--- src/hw/lalr_defs.vh ---
// Purpose: constants for the lane alarm latch register bank
// Assumes: register index = printed offset, byte address = 4 * index
// Notes:   definitions only
`ifndef LALR_DEFS_VH
`define LALR_DEFS_VH

// ----------------------------------------------------------------
// register indices (byte address is four times the index)
// ----------------------------------------------------------------
`define LALR_IDX_FAULT_STAT   16'hb1a0
`define LALR_IDX_LATCH1       16'hb1b0
`define LALR_IDX_LATCH2       16'hb1c0
`define LALR_IDX_FAULT_LATCH  16'hb1d0
`define LALR_IDX_ENABLE1      16'hb1e0
`define LALR_IDX_IRQ_STAT     16'hb1f0
`define LALR_IDX_IRQ_MASK     16'hb1f1

// ----------------------------------------------------------------
// reset values
// ----------------------------------------------------------------
`define LALR_RST_LATCH        16'h0000
`define LALR_RST_ENABLE1      16'hffff
`define LALR_RST_IRQ_STAT     16'h0000
`define LALR_RST_IRQ_MASK     16'h0000

// ----------------------------------------------------------------
// first latch word field positions (bias low alarm bit, then lsb of each group of four)
// ----------------------------------------------------------------
`define LALR_BIAS_LO_ALM_BIT  12
`define LALR_TXPWR_LSB        8
`define LALR_LTEMP_LSB        4
`define LALR_RXPWR_LSB        0
`define LALR_LATCH1_MASK      16'hffff

// ----------------------------------------------------------------
// second latch word and fault latch word
// ----------------------------------------------------------------
`define LALR_MODBIAS_LSB      0
`define LALR_LATCH2_MASK      16'h000f
`define LALR_TEC_FLT_BIT      15
`define LALR_WL_UNLOCK_BIT    14
`define LALR_TX_LOSS_BIT      7
`define LALR_RECEIVE_SIGNAL_LOSS_BIT       4
`define LALR_RX_TEC_BIT       1
`define LALR_FAULT_MASK_BASE  16'hc090
`define LALR_FAULT_MASK_RXTEC 16'h0002

`endif

--- src/hw/lalr_top.v ---
// Purpose: per-lane sticky alarm, warning and fault latch words over APB
// Assumes: live status inputs synchronous to pclk; zero-wait APB slave
// Notes:   lanes at or above num_lanes read zero and never latch
//          a read clears only the bits it returned
//          a set and a clear in one cycle leave the bit set
//
// Overview of operation
// - each latch bit is read-only, sets while its source is raised, holds, and clears on read.
// - first latch word: laser bias low alarm at bit 12, transmit power alarms at bits 11 to 8.
// - first latch word: laser temperature at bits 7 to 4, receive power at bits 3 to 0.
// - a second latch word per lane sits in an array at b1c0 and resets to zero.
// - second latch word: modulator bias at bits 3 to 0, bits 15 to 4 read zero.
// - a fault latch word per lane sits in an array at b1d0 and resets to zero.
// - fault latch: cooler fault 15, unlocked 14, transmit loss 7, receive loss 4, rest reserved.
// - an optional receive cooler fault latch at fault bit 1 behaves like the others.
// - each array holds up to sixteen words, one per lane, lane count set by the build.
// - each latch bit is fed by its matching live per-lane status bit, high while asserted.
// - a per-lane enable word at b1e0, reset ffff, gates interrupt events from first-word latches; latching and reads are not gated.
//
// Design decision made here: register access over APB.
`timescale 1ns/1ps
`include "lalr_defs.vh"

module lalr_top #(
    parameter [4:0] NUM_LANES = 5'd16,
    parameter       RX_TEC_EN = 1
) (
    // clock and reset
    input  wire         pclk,
    input  wire         presetn,
    // apb slave
    input  wire         psel,
    input  wire         penable,
    input  wire         pwrite,
    input  wire [31:0]  paddr,
    input  wire [31:0]  pwdata,
    input  wire [3:0]   pstrb,
    output wire [31:0]  prdata,
    output wire         pready,
    output wire         pslverr,
    // live per-lane status, lane n in bits [16n+15:16n] or [4n+3:4n]
    input  wire [255:0] lane_pwr_temp_bias_stat,
    input  wire [63:0]  lane_mod_bias_stat,
    input  wire [255:0] lane_fault_stat,
    // interrupt
    output wire         irq
);

    // ----------------------------------------------------------------
    // address decode helpers
    // ----------------------------------------------------------------
    function in_array;
        input [31:0] a;
        input [15:0] base;
        begin
            in_array = (a[31:18] == 14'h0000) && (a[17:6] == base[15:4]);
        end
    endfunction

    function is_reg;
        input [31:0] a;
        input [15:0] base;
        begin
            is_reg = (a[31:2] == {14'h0000, base});
        end
    endfunction

    // ----------------------------------------------------------------
    // latch, strobe and lane helpers
    // ----------------------------------------------------------------
    function [15:0] latch_next;
        input [15:0] q;
        input [15:0] clr;
        input [15:0] set_bits;
        begin
            latch_next = (q & ~clr) | set_bits;
        end
    endfunction

    function [15:0] strb_merge;
        input [15:0] q;
        input [31:0] wd;
        input [3:0]  strb;
        begin
            strb_merge = q;
            if (strb[0]) begin
                strb_merge[7:0] = wd[7:0];
            end
            if (strb[1]) begin
                strb_merge[15:8] = wd[15:8];
            end
        end
    endfunction

    function [15:0] lane_gate;
        input [15:0] w;
        input        en;
        begin
            lane_gate = w & {16{en}};
        end
    endfunction

    function [15:0] clr_pick;
        input        sel;
        input        hit;
        input [15:0] clr;
        begin
            clr_pick = (sel && hit) ? clr : 16'h0000;
        end
    endfunction

    // ----------------------------------------------------------------
    // storage
    // ----------------------------------------------------------------
    reg  [15:0] lat1_ff [0:15];
    reg  [15:0] lat2_ff [0:15];
    reg  [15:0] flt_ff  [0:15];
    reg  [15:0] en1_ff  [0:15];
    reg  [15:0] irq_stat_ff;
    reg  [15:0] irq_mask_ff;
    reg  [31:0] prdata_ff;

    wire [15:0] lane_en;
    wire [15:0] fault_mask;
    wire [3:0]  lane;
    wire        lane_ok;
    wire        setup_ph;
    wire        acc_rd;
    wire        acc_wr;

    reg  [15:0] rd_word;
    reg         rd_err;
    reg         sel_lat1;
    reg         sel_lat2;
    reg         sel_flt;
    reg         sel_en1;
    reg         sel_istat;
    reg         sel_imask;
    reg  [15:0] evt;
    reg  [15:0] set1;
    reg  [15:0] set2;
    reg  [15:0] setf;
    reg  [15:0] nxt_lat1 [0:15];
    reg  [15:0] nxt_lat2 [0:15];
    reg  [15:0] nxt_flt  [0:15];
    reg  [15:0] nxt_en1  [0:15];
    reg  [15:0] nxt_irq_stat;
    reg  [15:0] nxt_irq_mask;
    reg  [31:0] nxt_prdata;
    wire [15:0] lane_hit;
    wire [15:0] rd_clr;
    wire [15:0] irq_pend;

    integer i;
    integer j;
    integer k;
    integer m;

    // ----------------------------------------------------------------
    // lane count, lane select and phase decode
    // ----------------------------------------------------------------

    assign lane_en    = ~(16'hffff << NUM_LANES);
    assign fault_mask = (RX_TEC_EN != 0) ?
                        (`LALR_FAULT_MASK_BASE | `LALR_FAULT_MASK_RXTEC) :
                        `LALR_FAULT_MASK_BASE;
    assign lane       = paddr[5:2];
    assign lane_ok    = lane_en[lane];
    assign setup_ph   = psel & ~penable;
    assign acc_rd     = psel & penable & ~pwrite;
    assign acc_wr     = psel & penable & pwrite;
    assign lane_hit   = 16'h0001 << lane;
    assign rd_clr     = acc_rd ? prdata_ff[15:0] : 16'h0000;

    // ----------------------------------------------------------------
    // read mux and decode
    // ----------------------------------------------------------------
    always @* begin
        rd_word   = 16'h0000;
        rd_err    = 1'b0;
        sel_lat1  = 1'b0;
        sel_lat2  = 1'b0;
        sel_flt   = 1'b0;
        sel_en1   = 1'b0;
        sel_istat = 1'b0;
        sel_imask = 1'b0;
        if (in_array(paddr, `LALR_IDX_FAULT_STAT)) begin
            if (lane_ok) begin
                rd_word = lane_fault_stat[lane*16 +: 16] & fault_mask;
            end
        end else if (in_array(paddr, `LALR_IDX_LATCH1)) begin
            sel_lat1 = lane_ok;
            if (lane_ok) begin
                rd_word = lat1_ff[lane];
            end
        end else if (in_array(paddr, `LALR_IDX_LATCH2)) begin
            sel_lat2 = lane_ok;
            if (lane_ok) begin
                rd_word = lat2_ff[lane];
            end
        end else if (in_array(paddr, `LALR_IDX_FAULT_LATCH)) begin
            sel_flt = lane_ok;
            if (lane_ok) begin
                rd_word = flt_ff[lane];
            end
        end else if (in_array(paddr, `LALR_IDX_ENABLE1)) begin
            sel_en1 = lane_ok;
            if (lane_ok) begin
                rd_word = en1_ff[lane];
            end
        end else if (is_reg(paddr, `LALR_IDX_IRQ_STAT)) begin
            sel_istat = 1'b1;
            rd_word   = irq_stat_ff;
        end else if (is_reg(paddr, `LALR_IDX_IRQ_MASK)) begin
            sel_imask = 1'b1;
            rd_word   = irq_mask_ff;
        end else begin
            rd_err = 1'b1;
        end
    end

    // ----------------------------------------------------------------
    // set terms and interrupt events
    // ----------------------------------------------------------------
    always @* begin
        evt  = 16'h0000;
        set1 = 16'h0000;
        set2 = 16'h0000;
        setf = 16'h0000;
        for (i = 0; i < 16; i = i + 1) begin
            // live bit high sets the latch, lane gated by count
            set1 = lane_gate(lane_pwr_temp_bias_stat[i*16 +: 16] & `LALR_LATCH1_MASK,
                             lane_en[i]);
            set2 = lane_gate({12'h000, lane_mod_bias_stat[i*4 +: 4]} & `LALR_LATCH2_MASK,
                             lane_en[i]);
            setf = lane_gate(lane_fault_stat[i*16 +: 16] & fault_mask,
                             lane_en[i]);
            evt[i] = (|(set1 & ~lat1_ff[i] & en1_ff[i]))
                   | (|(set2 & ~lat2_ff[i]))
                   | (|(setf & ~flt_ff[i]));
        end
    end

    // ----------------------------------------------------------------
    // next latch words and enables
    // ----------------------------------------------------------------
    always @* begin
        for (j = 0; j < 16; j = j + 1) begin
            // clear only the bits returned; a set in the same cycle wins
            nxt_lat1[j] = latch_next(lat1_ff[j], clr_pick(sel_lat1, lane_hit[j], rd_clr),
                lane_gate(lane_pwr_temp_bias_stat[j*16 +: 16] & `LALR_LATCH1_MASK,
                          lane_en[j]));
            nxt_lat2[j] = latch_next(lat2_ff[j], clr_pick(sel_lat2, lane_hit[j], rd_clr),
                lane_gate({12'h000, lane_mod_bias_stat[j*4 +: 4]} & `LALR_LATCH2_MASK,
                          lane_en[j]));
            nxt_flt[j]  = latch_next(flt_ff[j], clr_pick(sel_flt, lane_hit[j], rd_clr),
                lane_gate(lane_fault_stat[j*16 +: 16] & fault_mask,
                          lane_en[j]));
            nxt_en1[j]  = en1_ff[j];
            if (acc_wr && sel_en1 && lane_hit[j]) begin
                nxt_en1[j] = strb_merge(en1_ff[j], pwdata, pstrb);
            end
        end
    end

    // ----------------------------------------------------------------
    // next interrupt status and mask
    // ----------------------------------------------------------------
    always @* begin
        nxt_irq_stat = latch_next(irq_stat_ff, clr_pick(sel_istat, 1'b1, rd_clr), evt);
        nxt_irq_mask = irq_mask_ff;
        if (acc_wr && sel_imask) begin
            nxt_irq_mask = strb_merge(irq_mask_ff, pwdata, pstrb);
        end
    end

    // ----------------------------------------------------------------
    // latch words
    // ----------------------------------------------------------------
    always @(posedge pclk or negedge presetn) begin
        if (!presetn) begin
            for (k = 0; k < 16; k = k + 1) begin
                lat1_ff[k] <= `LALR_RST_LATCH;
                lat2_ff[k] <= `LALR_RST_LATCH;
                flt_ff[k]  <= `LALR_RST_LATCH;
            end
        end else begin
            for (k = 0; k < 16; k = k + 1) begin
                lat1_ff[k] <= nxt_lat1[k];
                lat2_ff[k] <= nxt_lat2[k];
                flt_ff[k]  <= nxt_flt[k];
            end
        end
    end

    // ----------------------------------------------------------------
    // per-lane enable words
    // ----------------------------------------------------------------
    always @(posedge pclk or negedge presetn) begin
        if (!presetn) begin
            for (m = 0; m < 16; m = m + 1) begin
                en1_ff[m] <= `LALR_RST_ENABLE1;
            end
        end else begin
            for (m = 0; m < 16; m = m + 1) begin
                en1_ff[m] <= nxt_en1[m];
            end
        end
    end

    // ----------------------------------------------------------------
    // interrupt status and mask
    // ----------------------------------------------------------------
    always @(posedge pclk or negedge presetn) begin
        if (!presetn) begin
            irq_stat_ff <= `LALR_RST_IRQ_STAT;
            irq_mask_ff <= `LALR_RST_IRQ_MASK;
        end else begin
            irq_stat_ff <= nxt_irq_stat;
            irq_mask_ff <= nxt_irq_mask;
        end
    end

    // ----------------------------------------------------------------
    // read data captured in the setup cycle
    // ----------------------------------------------------------------
    always @* begin
        nxt_prdata = prdata_ff;
        if (setup_ph) begin
            nxt_prdata = {16'h0000, rd_word};
        end
    end

    always @(posedge pclk or negedge presetn) begin
        if (!presetn) begin
            prdata_ff <= 32'h0000_0000;
        end else begin
            prdata_ff <= nxt_prdata;
        end
    end

    // ----------------------------------------------------------------
    // outputs
    // ----------------------------------------------------------------
    assign prdata  = prdata_ff;
    assign pready  = 1'b1;
    assign pslverr = psel & penable & rd_err;
    assign irq_pend = irq_stat_ff & irq_mask_ff;
    assign irq     = |irq_pend;

endmodule // lalr_top

--- config.mk ---
export PLATFORM = sky130hd
export DESIGN_NAME = lalr_top
export DESIGN_NICKNAME = d
export VERILOG_FILES = /design/src/hw/lalr_top.v
export VERILOG_INCLUDE_DIRS = /design/src /design/src/hw
export SDC_FILE = /design/constraint.sdc
export NUM_CORES = 2
export LEC_CHECK = 0
export ABC_CLOCK_PERIOD_IN_PS = 4000
export BUFFER_PORTS_ARGS = -buffer_cell sky130_fd_sc_hd__buf_4
export CAP_MARGIN = 30
export CORE_UTILIZATION = 50
export CTS_CLUSTER_DIAMETER = 80
export DETAILED_ROUTE_END_ITERATION = 8
export HOLD_SLACK_MARGIN = 0.08
export PLACE_DENSITY = 0.71
export SLEW_MARGIN = 0
export SYNTH_ARGS = -nofsm -noshare
export SYNTH_HDL_FRONTEND = slang
export SYNTH_SLANG_ARGS = --single-unit
export TNS_END_PERCENT = 10
--- constraint.sdc ---
create_clock -name pclk -period 4 [get_ports pclk]
set_input_delay 0.2 -clock pclk [delete_from_list [all_inputs] [get_ports pclk]]
set_output_delay 0.2 -clock pclk [all_outputs]
set_load 0.02 [all_outputs]
==> flow_summary.ini <==
[clock_tree]
ctsResizeCount = 0
htree_levels = 3
cts_hold_buf = 419
cts_buffer_depth = 3
ctsRootBufferMaster = clkbuf_16
cts_setup_buffers = 0
clk_latency_ns = 0.73
path_clk_slew_ns = 0.06
cts_buffers = 115
tritoncts = done
numClockSinks = 1072

[logic_synthesis]
synth.area.top_cells = dfrtp_1, mux4_2, dfstp_2
netlist.area_leader.share = 0.3905
async_flop_share = 1.000
ys.flop_type = dfrtp_1
ys.warnings.count = 0
ys_ff_latch = 1072
avgSynthCellArea_sq_um = 12.44
yosysTopAreaCell = dfrtp_1
synth_edf_count = 0
yosysMostFrequentCell = dfrtp_1
syn_inst = 4203
yosysUniqueCellTypes = 76
synthTopCellsByCount = dfrtp_1, nand2_1, a21o_1, a21boi_0, mux4_2
netlist_area_sq_um = 52290
synth_seq_area_share = 0.5192

[finish]
final_util = 0.6377
layout-drive-gt1-share = 0.3411
fin_nets = 5749
regArea_sq_um = 27150
area_delta_synth_final_pct = 26.40
finalInstanceArea_sq_um = 66090
multi_input_area_sq_um = 23310
layoutNonFillerInstCount = 6593
nFillCells = 7732

[place]
dpl_cell_area_sq_um = 57840
pre_cts_ws_ns = 0.8878
place_hpwl_um = 155700
place_congestion = 1.019
io_buffer_count = 470
placed_cells = 5940

[pwr]
seq_power_share = 0.449
comb_power_share = 0.082
peakVddDrop_mv = 0.3422
p_clk_frac = 0.469
swShare = 0.2434
p_leak_nw = 26.12
p_per_area_nw_per_um2 = 367.1
p_sw_mw = 5.905
internal-power_mw = 18.36
finalPower_mw = 24.26

[floorplan]
die_w_um = 325.4
core.rowCount = 118
pin_count = 684
die_h_um = 325.4
initial_core_util = 0.5045
die-area_sq_um = 105900
coreArea_sq_um = 103600

[timing]
hold_ws_ns = 0.09615
tns_ns = 0
fin_worst_skew_ns = 0.03573
worst_pin_slew_ns = 1.492
slew_viol_final = 0
finalWorstSetupSlack_ns = 1.073
fin_crit_ns = 2.927
finalSetupViolations = 0
rsz0062_at_grt = no
fin_crit_sh = 0.7316
final-hold-violation-count = 0
fmax_mhz = 341.7
maxSlewHeadroom = 0.005113

[detailed_routing]
vias = 43910
drc = 0
first_pass_iters = 7
viasPerCell = 6.660
wl_um = 220700
drt-initial-drc-count = 6399
ant_nets = 0
routedWlPerCell_um = 33.47

[critical_path]
crit_fanout = 31
worst_setup_path_start_kind = input pin
cp_common_cell = buf_4
cp_data_arrival_time_ns = 2.73
endpoint_kind = output pin
path_class = in2out
slowest_delay_ns = 0.69
slowest_stage = nor3_1
path_cells = buf_8, buf_4, nor2_8, nand2_1, nor4_4, buf_4, nor3_1, buf_4
required_ns = 3.80

[run_status]
run_status = finished clean

[min_path]
hp-class = in2async

[global_routing]
grt_pass1_wl_um = 313700
gr-usage-all-layers = 0.4137
antenna_found_initial = 27
grt-ovfl-total = 0
grt_max_degree = 115
grt_pass1_vias = 43340

[flow_run]
timing.max_cap.violations = 0
cell type report:
class | count | area share
Antenna cell | 12 | 0.0004544
Multi-Input combinational cell | 2714 | 0.3527
Timing Repair Buffer | 1062 | 0.1417
Inverter | 135 | 0.007667
Clock buffer | 159 | 0.05017
Tap cell | 1380 | 0.02613
Clock inverter | 59 | 0.01041
Sequential cell | 1072 | 0.4107
routing by layer:
| layer | global-route usage | share of wire | vias up |
|---|---|---|---|
| met5 | 0 | 0.00078 | - |
| met4 | 0.2178 | 0.066 | 28 |
| met3 | 0.1550 | 0.14 | 741 |
| met2 | 0.5895 | 0.42 | 3647 |
| met1 | 0.5504 | 0.37 | 22260 |
| li1 | - | - | 17230 |
cell families after synthesis:
group	after synthesis	share of synthesized area
other	2	0.0001436
AO/OA/AOI/OAI	1111	0.1571
multiplexers	595	0.1967
buffers and inverters	432	0.03714
AND/OR/NAND/NOR	991	0.08983
flip-flops	1072	0.5192
critical path, delay by kind of cell:
family	cells	cell delay (ns)
buf+inv	4	1.20
simple gates	4	1.28
flip-flops by register name, summed over array words and instances (netlist names):
register / count
prdata: 16
flt_ff: 256
lat2_ff: 256
irq_stat_ff: 16
irq_mask_ff: 16
en1_ff: 256
lat1_ff: 256
power by group through the flow:
stage	sequential (mW)	clock (mW)	combinational, mW
after floorplan	11.1	0	0.509
after global placement	11.1	0	1.58
after detailed placement	11.1	0	1.59
after CTS	10.9	11.3	1.94
after global routing	10.9	11.8	2.06
final	10.9	11.4	2.00
final timing paths:
path / startpoint / end / slack (ns) / cells past startpoint
max reg2reg: lat1_ff[82]$_DFF_PN0_ / prdata[2]$_DFFE_PN0P_ / 1.48 / 4
max in group asynchronous: presetn / lat1_ff[25]$_DFF_PN0_ / 2.59 / 3
min: presetn / lat2_ff[243]$_DFF_PN0_ / 0.1 / 2
max: paddr[2] / pslverr / 1.07 / 8
min in group pclk: paddr[7] / prdata[14]$_DFFE_PN0P_ / 0.15 / 5
min reg2reg: lat2_ff[48]$_DFF_PN0_ / lat2_ff[48]$_DFF_PN0_ / 0.50 / 1
cells in the final DEF (no fill, tap or decap), drive strengths merged, types with 6 or more instances in the layout:
| master | synthesis | routed |
|---|---|---|
| nor4 | 39 | 39 |
| diode | 0 | 12 |
| conb | 2 | 17 |
| nand4 | 22 | 22 |
| bufinv | 0 | 13 |
| nand3 | 29 | 29 |
| a221oi | 9 | 9 |
| dlygate4sd3 | 0 | 419 |
| nor3 | 37 | 37 |
| a222oi | 16 | 16 |
| inv | 135 | 142 |
| o221ai | 21 | 21 |
| a21boi | 368 | 368 |
| dfrtp | 816 | 816 |
| a211oi | 8 | 8 |
| nand2 | 724 | 724 |
| mux4 | 316 | 316 |
| mux2 | 274 | 274 |
| dfstp | 256 | 256 |
| buf | 136 | 639 |
| nor2 | 67 | 67 |
| and2 | 21 | 21 |
| clkbuf | 161 | 163 |
| o21ai | 11 | 11 |
| clkinv | 0 | 35 |
| a22o | 6 | 6 |
| a21oi | 27 | 27 |
| nand2b | 23 | 23 |
| o22ai | 147 | 147 |
| a31oi | 8 | 8 |
| a21o | 416 | 416 |
| a22oi | 50 | 50 |
| nor2b | 9 | 9 |
Note: power is estimated with default switching activity, not from simulation.
